File: config.mk
export PLATFORM = sky130hd
export DESIGN_NAME = gfcs_clock_switch
export DESIGN_NICKNAME = d
export VERILOG_FILES = /design/src/rtl/gfcs_pkg.sv /design/src/rtl/gfcs_clock_switch.sv /design/src/rtl/gfcs_edge_det.sv
export SDC_FILE = /design/constraint.sdc
export NUM_CORES = 1
export LEC_CHECK = 0
export BUFFER_PORTS_ARGS = -buffer_cell sky130_fd_sc_hd__buf_2
export CAP_MARGIN = 0
export CORE_ASPECT_RATIO = 1.5
export CORE_UTILIZATION = 54
export CTS_BUF_LIST = sky130_fd_sc_hd__clkbuf_2 sky130_fd_sc_hd__clkbuf_4 sky130_fd_sc_hd__clkbuf_8
export CTS_CLUSTER_DIAMETER = 60
export CTS_CLUSTER_SIZE = 20
export DETAILED_ROUTE_END_ITERATION = 6
export GPL_TIMING_DRIVEN = 1
export HOLD_SLACK_MARGIN = 0.1
export PLACE_DENSITY = 0.87
export RECOVER_POWER = 25
export SYNTH_ARGS = -nofsm -noshare
export SYNTH_HDL_FRONTEND = slang
export SYNTH_SLANG_ARGS = --single-unit
export TNS_END_PERCENT = 30
File: constraint.sdc
create_clock -name clk_sys -period 1.85 [get_ports clk_sys]
set_input_delay 0.0925 -clock clk_sys [delete_from_list [all_inputs] [get_ports clk_sys]]
set_output_delay 0.0925 -clock clk_sys [all_outputs]
set_load 0.01 [all_outputs]
File: src/rtl/gfcs_pkg.sv
// package: constants and types for the glitch-free clock switch
package gfcs_pkg;

  // ---------------------------------------------------------------
  // sequencing states
  // ---------------------------------------------------------------
  typedef enum logic [1:0] {st_init, st_follow, st_old, st_low} gfcs_state_t;

  // ---------------------------------------------------------------
  // counts, in edges of the input clocks except the startup count
  // ---------------------------------------------------------------
  localparam int CNT_W = 3;
  localparam logic [CNT_W-1:0] CNT_ZERO = 3'h0;
  localparam logic [CNT_W-1:0] CNT_ONE = 3'h1;
  // falling edges of the old clock still passed in stage one
  localparam logic [CNT_W-1:0] OLD_FALLS = 3'h2;
  // alternate rising edges without an old edge that mark the old clock as stuck
  localparam logic [CNT_W-1:0] STUCK_RISES = 3'h3;
  // alternate falling edges with the output held low in stage two
  localparam logic [CNT_W-1:0] LOW_FALLS = 3'h2;
  // system cycles spent in startup before the strap and select are trusted
  localparam logic [CNT_W-1:0] INIT_LAST = 3'h2;

  // longest handover, in alternate clock cycles
  localparam int SWITCH_MAX_EDGES = 17;
  localparam int SW_W = 5;
  localparam logic [SW_W-1:0] SW_ZERO = 5'h00;
  localparam logic [SW_W-1:0] SW_ONE = 5'h01;
  localparam logic [SW_W-1:0] SW_SAT = 5'h1f;
  localparam logic [SW_W-1:0] SW_LIMIT = 5'h11;

endpackage : gfcs_pkg

File: src/rtl/gfcs_clock_switch.sv
// glitch-free two-input clock switch with staged handover and fail-safe hold
//
// Functional notes
// - with staged handover on, a source change ends within 17 input clock cycles.
// - with staged handover on, no shortened high or low pulse appears on the output clock during a handover.
// - both inputs use identical sequencing, so either may be primary.
// - with staged handover off, a select change switches the output at once.
// - startup delay pin tied high statically disables staged handover, plain mux.
// - selected input losing amplitude holds the output at its last level.
// - select change while both run starts a three-stage handover.
// - stage one keeps passing the old clock for a bounded number of pulses.
// - stage two drives the output low for bounded alternate clock pulses.
// - stage three passes the alternate clock continuously.
// - stage pulse counts may vary within bounds due to asynchronous inputs.
// - old clock stuck high holds output high, then low, then follows alternate.
// - old clock stuck low keeps output low, then follows the alternate clock.
// - a stretched cycle has high and low parts above half the alternate period.
// - reset puts the sequencing into a known state before use.
`timescale 1ns/1ps
`default_nettype none

module gfcs_clock_switch
  import gfcs_pkg::*;
(
  // system
  input wire logic clk_sys,
  input wire logic sys_rst,
  // clock inputs with amplitude flags
  input wire logic clock_input_a,
  input wire logic clock_input_a_ok,
  input wire logic clock_input_b,
  input wire logic clock_input_b_ok,
  // source select and startup strap
  input wire logic select_b,
  input wire logic startup_delay_pin,
  // output clock and status
  output logic clk_out_q,
  output logic active_b_q,
  output logic switching_q,
  output logic runt_pulse_eliminator_q
);

  // ---------------------------------------------------------------
  // input sampling, one identical channel per input
  // ---------------------------------------------------------------
  logic a_lvl, a_rise, a_fall, a_ok;
  logic b_lvl, b_rise, b_fall, b_ok;

  gfcs_edge_det u_chan_a (
    .clk_sys(clk_sys),
    .sys_rst(sys_rst),
    .clk_in(clock_input_a),
    .ok_in(clock_input_a_ok),
    .level(a_lvl),
    .rise(a_rise),
    .fall(a_fall),
    .ok(a_ok)
  );

  gfcs_edge_det u_chan_b (
    .clk_sys(clk_sys),
    .sys_rst(sys_rst),
    .clk_in(clock_input_b),
    .ok_in(clock_input_b_ok),
    .level(b_lvl),
    .rise(b_rise),
    .fall(b_fall),
    .ok(b_ok)
  );

  // ---------------------------------------------------------------
  // state
  // ---------------------------------------------------------------
  gfcs_state_t state_q, state_d;
  logic [CNT_W-1:0] cnt_q, cnt_d;
  logic [CNT_W-1:0] stuck_q, stuck_d;
  logic sel_s1_q, sel_s2_q;
  logic active_q, active_d;
  logic rpe_q, rpe_d;
  logic out_d;
  logic switching_d;

  // old is the running source, new the requested one
  logic old_lvl, old_rise, old_fall, old_ok;
  logic new_lvl, new_rise, new_fall;
  logic sel_lvl, sel_ok;

  // source routing, symmetric for both inputs
  always_comb
  begin
    old_lvl = active_q ? b_lvl : a_lvl;
    old_rise = active_q ? b_rise : a_rise;
    old_fall = active_q ? b_fall : a_fall;
    old_ok = active_q ? b_ok : a_ok;
    new_lvl = active_q ? a_lvl : b_lvl;
    new_rise = active_q ? a_rise : b_rise;
    new_fall = active_q ? a_fall : b_fall;
    sel_lvl = sel_s2_q ? b_lvl : a_lvl;
    sel_ok = sel_s2_q ? b_ok : a_ok;
  end

  // ---------------------------------------------------------------
  // sequencing
  // ---------------------------------------------------------------
  // leaving stage one on the fall count only while the old clock is low means no high runt
  always_comb
  begin
    state_d = state_q;
    cnt_d = cnt_q;
    stuck_d = stuck_q;
    active_d = active_q;
    rpe_d = rpe_q;
    out_d = clk_out_q;
    case (state_q)
      st_init:
      begin
        // strap read once; later changes of the pin are ignored
        if (cnt_q == INIT_LAST)
        begin
          state_d = st_follow;
          active_d = sel_s2_q;
          rpe_d = ~startup_delay_pin;
          cnt_d = CNT_ZERO;
        end
        else
        begin
          cnt_d = cnt_q + CNT_ONE;
        end
      end
      st_follow:
      begin
        if (!rpe_q)
        begin
          active_d = sel_s2_q;
          out_d = sel_ok ? sel_lvl : clk_out_q;
        end
        else
        begin
          if (sel_s2_q != active_q)
          begin
            state_d = st_old;
            cnt_d = CNT_ZERO;
            stuck_d = CNT_ZERO;
          end
          out_d = old_ok ? old_lvl : clk_out_q;
        end
      end
      st_old:
      begin
        if (old_fall && cnt_q != OLD_FALLS)
          cnt_d = cnt_q + CNT_ONE;
        if (old_rise || old_fall)
          stuck_d = CNT_ZERO;
        else if (new_rise && stuck_q != STUCK_RISES)
          stuck_d = stuck_q + CNT_ONE;
        if ((cnt_q == OLD_FALLS && !old_lvl) || stuck_q == STUCK_RISES)
        begin
          state_d = st_low;
          cnt_d = CNT_ZERO;
          out_d = 1'b0;
        end
        else
        begin
          out_d = old_ok ? old_lvl : clk_out_q;
        end
      end
      st_low:
      begin
        out_d = 1'b0;
        if (new_fall && cnt_q != LOW_FALLS)
          cnt_d = cnt_q + CNT_ONE;
        // hand over only while the new clock is low: no low runt either
        if (cnt_q == LOW_FALLS && !new_lvl)
        begin
          state_d = st_follow;
          active_d = ~active_q;
          cnt_d = CNT_ZERO;
        end
      end
      default:
      begin
        state_d = st_init;
      end
    endcase
    switching_d = (state_d == st_old) || (state_d == st_low);
  end

  // select crosses in through two flops; only the second is read
  always_ff @(posedge clk_sys or posedge sys_rst)
  begin
    if (sys_rst)
    begin
      sel_s1_q <= 1'b0;
      sel_s2_q <= 1'b0;
    end
    else
    begin
      sel_s1_q <= select_b;
      sel_s2_q <= sel_s1_q;
    end
  end

  always_ff @(posedge clk_sys or posedge sys_rst)
  begin
    if (sys_rst)
    begin
      state_q <= st_init;
      cnt_q <= CNT_ZERO;
      stuck_q <= CNT_ZERO;
      active_q <= 1'b0;
      rpe_q <= 1'b1;
      clk_out_q <= 1'b0;
      switching_q <= 1'b0;
    end
    else
    begin
      state_q <= state_d;
      cnt_q <= cnt_d;
      stuck_q <= stuck_d;
      active_q <= active_d;
      rpe_q <= rpe_d;
      clk_out_q <= out_d;
      switching_q <= switching_d;
    end
  end

  assign active_b_q = active_q;
  assign runt_pulse_eliminator_q = rpe_q;

  // ---------------------------------------------------------------
  // checks
  // ---------------------------------------------------------------
  // alternate rising edges seen during one handover
  logic [SW_W-1:0] sw_edges_q, sw_edges_d;

  always_comb
  begin
    sw_edges_d = sw_edges_q;
    if (state_q == st_follow || state_q == st_init)
      sw_edges_d = SW_ZERO;
    else if (new_rise && sw_edges_q != SW_SAT)
      sw_edges_d = sw_edges_q + SW_ONE;
  end

  always_ff @(posedge clk_sys or posedge sys_rst)
  begin
    if (sys_rst)
      sw_edges_q <= SW_ZERO;
    else
      sw_edges_q <= sw_edges_d;
  end
endmodule // gfcs_clock_switch

`default_nettype wire

File: src/rtl/gfcs_edge_det.sv
// one sampled clock input: level, edges and amplitude flag
`timescale 1ns/1ps
`default_nettype none

module gfcs_edge_det
  import gfcs_pkg::*;
(
  // system
  input wire logic clk_sys,
  input wire logic sys_rst,
  // sampled clock input and its amplitude flag
  input wire logic clk_in,
  input wire logic ok_in,
  // results
  output logic level,
  output logic rise,
  output logic fall,
  output logic ok
);

  logic lvl_q, lvl_d;
  logic prev_q, prev_d;
  logic ok_q, ok_d;

  // ---------------------------------------------------------------
  // sample and edge detection
  // ---------------------------------------------------------------
  // a lost input keeps its last level, so no edge is ever made up
  always_comb
  begin
    ok_d = ok_in;
    lvl_d = ok_in ? clk_in : lvl_q;
    prev_d = lvl_q;
  end

  always_ff @(posedge clk_sys or posedge sys_rst)
  begin
    if (sys_rst)
    begin
      lvl_q <= 1'b0;
      prev_q <= 1'b0;
      ok_q <= 1'b0;
    end
    else
    begin
      lvl_q <= lvl_d;
      prev_q <= prev_d;
      ok_q <= ok_d;
    end
  end

  assign level = lvl_q;
  assign rise = lvl_q & ~prev_q;
  assign fall = ~lvl_q & prev_q;
  assign ok = ok_q;

endmodule // gfcs_edge_det

`default_nettype wire

==> summary.md <==
| Metric | Value |
|---|---|
| Antenna Cells | `0` |
| Worst R2R Setup Slack | `30 ps` |
| Critical R2R Capture | `cnt_q[1]` |
| TritonCTS clock tree | `built` |
| Fin crit share | `0.982` |
| Slew HR | `0.512` |
| Die Y | `59.1 µm` |
| Clk network pwr share | `0.121` |
| Crit path launch type | `flip-flop` |
| Post-route ant nets | `0` |
| Top Usage Layer GRT | `met2` |
| # DRC | `0` |
| Fin Clk Skew | `0.726 ps` |
| FMAX | `550 MHz` |
| Multi-input logic area | `646 µm²` |
| Drt first pass iters | `4` |
| GR Overflow Total | `0` |
| Total track usage | `0.272` |
| Hold WC Path Type | `flip-flop to flip-flop` |
| CP Max Fanout | `3` |
| Combinational share of power | `0.549` |
| HPWL Detailed | `1760 µm` |
| Core ar. | `2030 µm²` |
| Die width | `40.1 µm` |
| Setup-failing EPs final | `0` |
| H-tree levels | `1` |
| Net count, final | `154` |
| Kind of critical path | `flip-flop to flip-flop` |
| Cell Rows | `20` |
| Final wirelength | `2860 µm` |
| Sequential Power Share | `0.330` |
| Int Pwr | `1.30 mW` |
| Share of layout cells above drive strength 1 | `0.362` |
| GPL Wtd Cong | `0.880` |
| First-pass GRT wire length | `4220 µm` |
| Post-synth EDFFs | `0` |
| End point of the critical path | `cnt_q[1]` |
| Synthesized area | `1170 µm²` |
| VDD IR-drop max | `849 µV` |
| RSZ-0062 raised after global routing | `true` |
| Cell area after placement | `1270 µm²` |
| Netlist cell types | `44` |
| Clock tree buffer depth | `2` |
| Commonest non-fill, non-tap cell in the layout | `dfrtp_1` |
| Worst Reg2Reg Path Length in Cells | `6` |
| Placed cells | `148` |
| Finished Layout Cells | `163` |
| Post-DR wirelength/cell | `17.6 µm` |
| Post-Syn Area per Cell | `10.4 µm²` |
| Post-synthesis cell count | `113` |
| Most frequent cells in the layout | `dfrtp_1, buf_4, nor2_1, buf_2, inv_1` |
| Yosys top cell by area | `dfrtp_1` |
| Net Count, Synth | `125` |
| Sw Ratio | `0.409` |
| Synth Register Bits | `20` |
| Reg2Reg Launch Point | `cnt_q[1]` |
| Setup crit start | `cnt_q[1]` |
| Clk root buf | `clkbuf_4` |
| DR iter-0 viols | `35` |
| Vias in the first global route | `1006` |
| IO buf count | `11` |
| Post-synth top flop | `dfrtp_1` |
| Synth area leaders | `dfrtp_1, mux2_2, ha_1` |
| Num CTS Buffers | `3` |
| Pin count of the biggest net entering global routing | `21` |
| Detailed-route via count | `971` |
| Psw | `898 µW` |
| M2 GR Usage | `0.449` |
| Starting density of the core | `0.580` |
| Area Growth Syn to Fin | `24.1%` |
| Clk slew on worst S/H paths | `110 ps` |
| Min Tclk post-route | `1820 ps` |
| Core Util, Final | `0.719` |
| Synth Warn # | `0` |
| Via density | `5.96` |
| Grt met3 use | `0.0602` |
| Final Max Tran Viols | `0` |
| Final instance area | `1460 µm²` |
| Clock sink count | `20` |
| FF+latch area | `505 µm²` |
| Worst-skew pair later-pin latency | `310 ps` |
| Outcome | `finished clean` |
| Fillers | `138` |
| Final Hold Fails | `0` |
| Max-cap viol count | `0` |
| Power Density | `1510 nW/µm²` |
| CP required | `2060 ps` |
| Synth top area share | `0.405` |
| # IOs | `12` |
| Initial antenna violation count | `0` |
| Die area | `2370 µm²` |
| Pin slew with the least headroom to its limit | `731 ps` |
| FFs w/ async S/R, synth | `1.00` |
| Met1 usage | `0.276` |
| Worst setup EP type | `flip-flop` |
| LEAKAGE | `0.666 nW` |
| Crit path arrival time | `2030 ps` |
| Seq/Total Area, Yosys | `0.427` |
-- cell usage after synthesis (2+ instances only) --
library cell,count
nor2_1,11
nor3_1,2
nand3_1,2
mux2i_1,5
mux2_2,5
a21oi_1,2
mux2_4,2
o21ai_0,5
a31oi_1,3
inv_1,8
dfrtp_1,19
a21o_1,2
xor2_1,2
nor2b_1,2
nand2_1,6
nor3b_1,3
buf_6,3
buf_2,2
ha_1,4
-- kinds of logic after synthesis --
kind of cell / Yosys count / synth area share
DFF: 20 / 0.427
adders and majority gates: 4 / 0.0426
AOI/OAI and AO/OA: 25 / 0.154
buffers and inverters: 14 / 0.0692
xor gates and xnor gates: 3 / 0.0288
muxes: 13 / 0.126
and+or+nand+nor: 34 / 0.152
-- layout make-up --
class                   count  share of cell area
repair buffers             30               0.146
inverters                   8              0.0206
well taps                  22              0.0189
flip-flops and latches     20               0.347
clock buffers               4              0.0249
multi-input cells          79               0.443
-- critical path, stage by stage, from the launching register on --
cell and delay (ps):
dfrtp_1 430, ha_1 200, nor2b_2 180, a211oi_2 300
a32oi_1 130, and2_4 180, mux2_4 290
-- state kept, by name, summed over array words and instances, names as in the netlist --
| signal | cells |
|---|---|
| u_chan_a.ok | 1 |
| sel_s1_q | 1 |
| clk_out_q | 1 |
| u_chan_b.level | 1 |
| u_chan_a.prev_q | 1 |
| state_q | 2 |
| u_chan_a.level | 1 |
| sel_s2_q | 1 |
| u_chan_b.prev_q | 1 |
| stuck_q | 3 |
| u_chan_b.ok | 1 |
| cnt_q | 3 |
| switching_q | 1 |
| runt_pulse_eliminator_q | 1 |
| active_b_q | 1 |
-- worst min-delay path by stage --
stage	cells after the start	from	end	slack, ps
3_5_place_dp	1	select_b	sel_s1_q	200
3_3_place_gp	1	select_b	sel_s1_q	200
4_1_cts	0	sel_s1_q	sel_s2_q	360
5_1_grt	0	sel_s1_q	sel_s2_q	370
2_1_floorplan	1	sys_rst	active_b_q	60
6_report	0	sel_s1_q	sel_s2_q	370
-- power by group through the flow --
stage / registers (mW) / clock network, mW / logic [mW]
2_1_floorplan: 0.696 / 0 / 0.809
3_3_place_gp: 0.703 / 0 / 1.02
3_5_place_dp: 0.717 / 0 / 1.08
4_1_cts: 0.712 / 0.262 / 1.10
5_1_grt: 0.740 / 0.286 / 1.31
6_report: 0.724 / 0.266 / 1.20
-- through the flow --
stage / setup slack [ps] / hold slack (ps) / TNS, ps / power (mW)
2_1_floorplan: 114 / 55.6 / 0 / 1.50
3_3_place_gp: 117 / 201 / 0 / 1.72
3_5_place_dp: 53.5 / 204 / 0 / 1.79
4_1_cts: 8.94 / 364 / 0 / 2.07
5_1_grt: -24.2 / 369 / -65.3 / 2.34
6_report: 33.3 / 368 / 0 / 2.19
-- what timing repair did --
item	4_1_cts	5_1_grt
pin swaps	1	1
hold buffers	7	0
gates resized for setup	1	14
setup buffers	0	4
hold endpoints to repair	25	0
setup endpoints to repair	3	6
-- per-layer routing --
metal  share of wire  wire [µm]
met4           0.052        149
met2            0.53       1520
met1            0.38       1090
met3           0.034         98
met5               0          0
(Power assumes the default switching activity.)
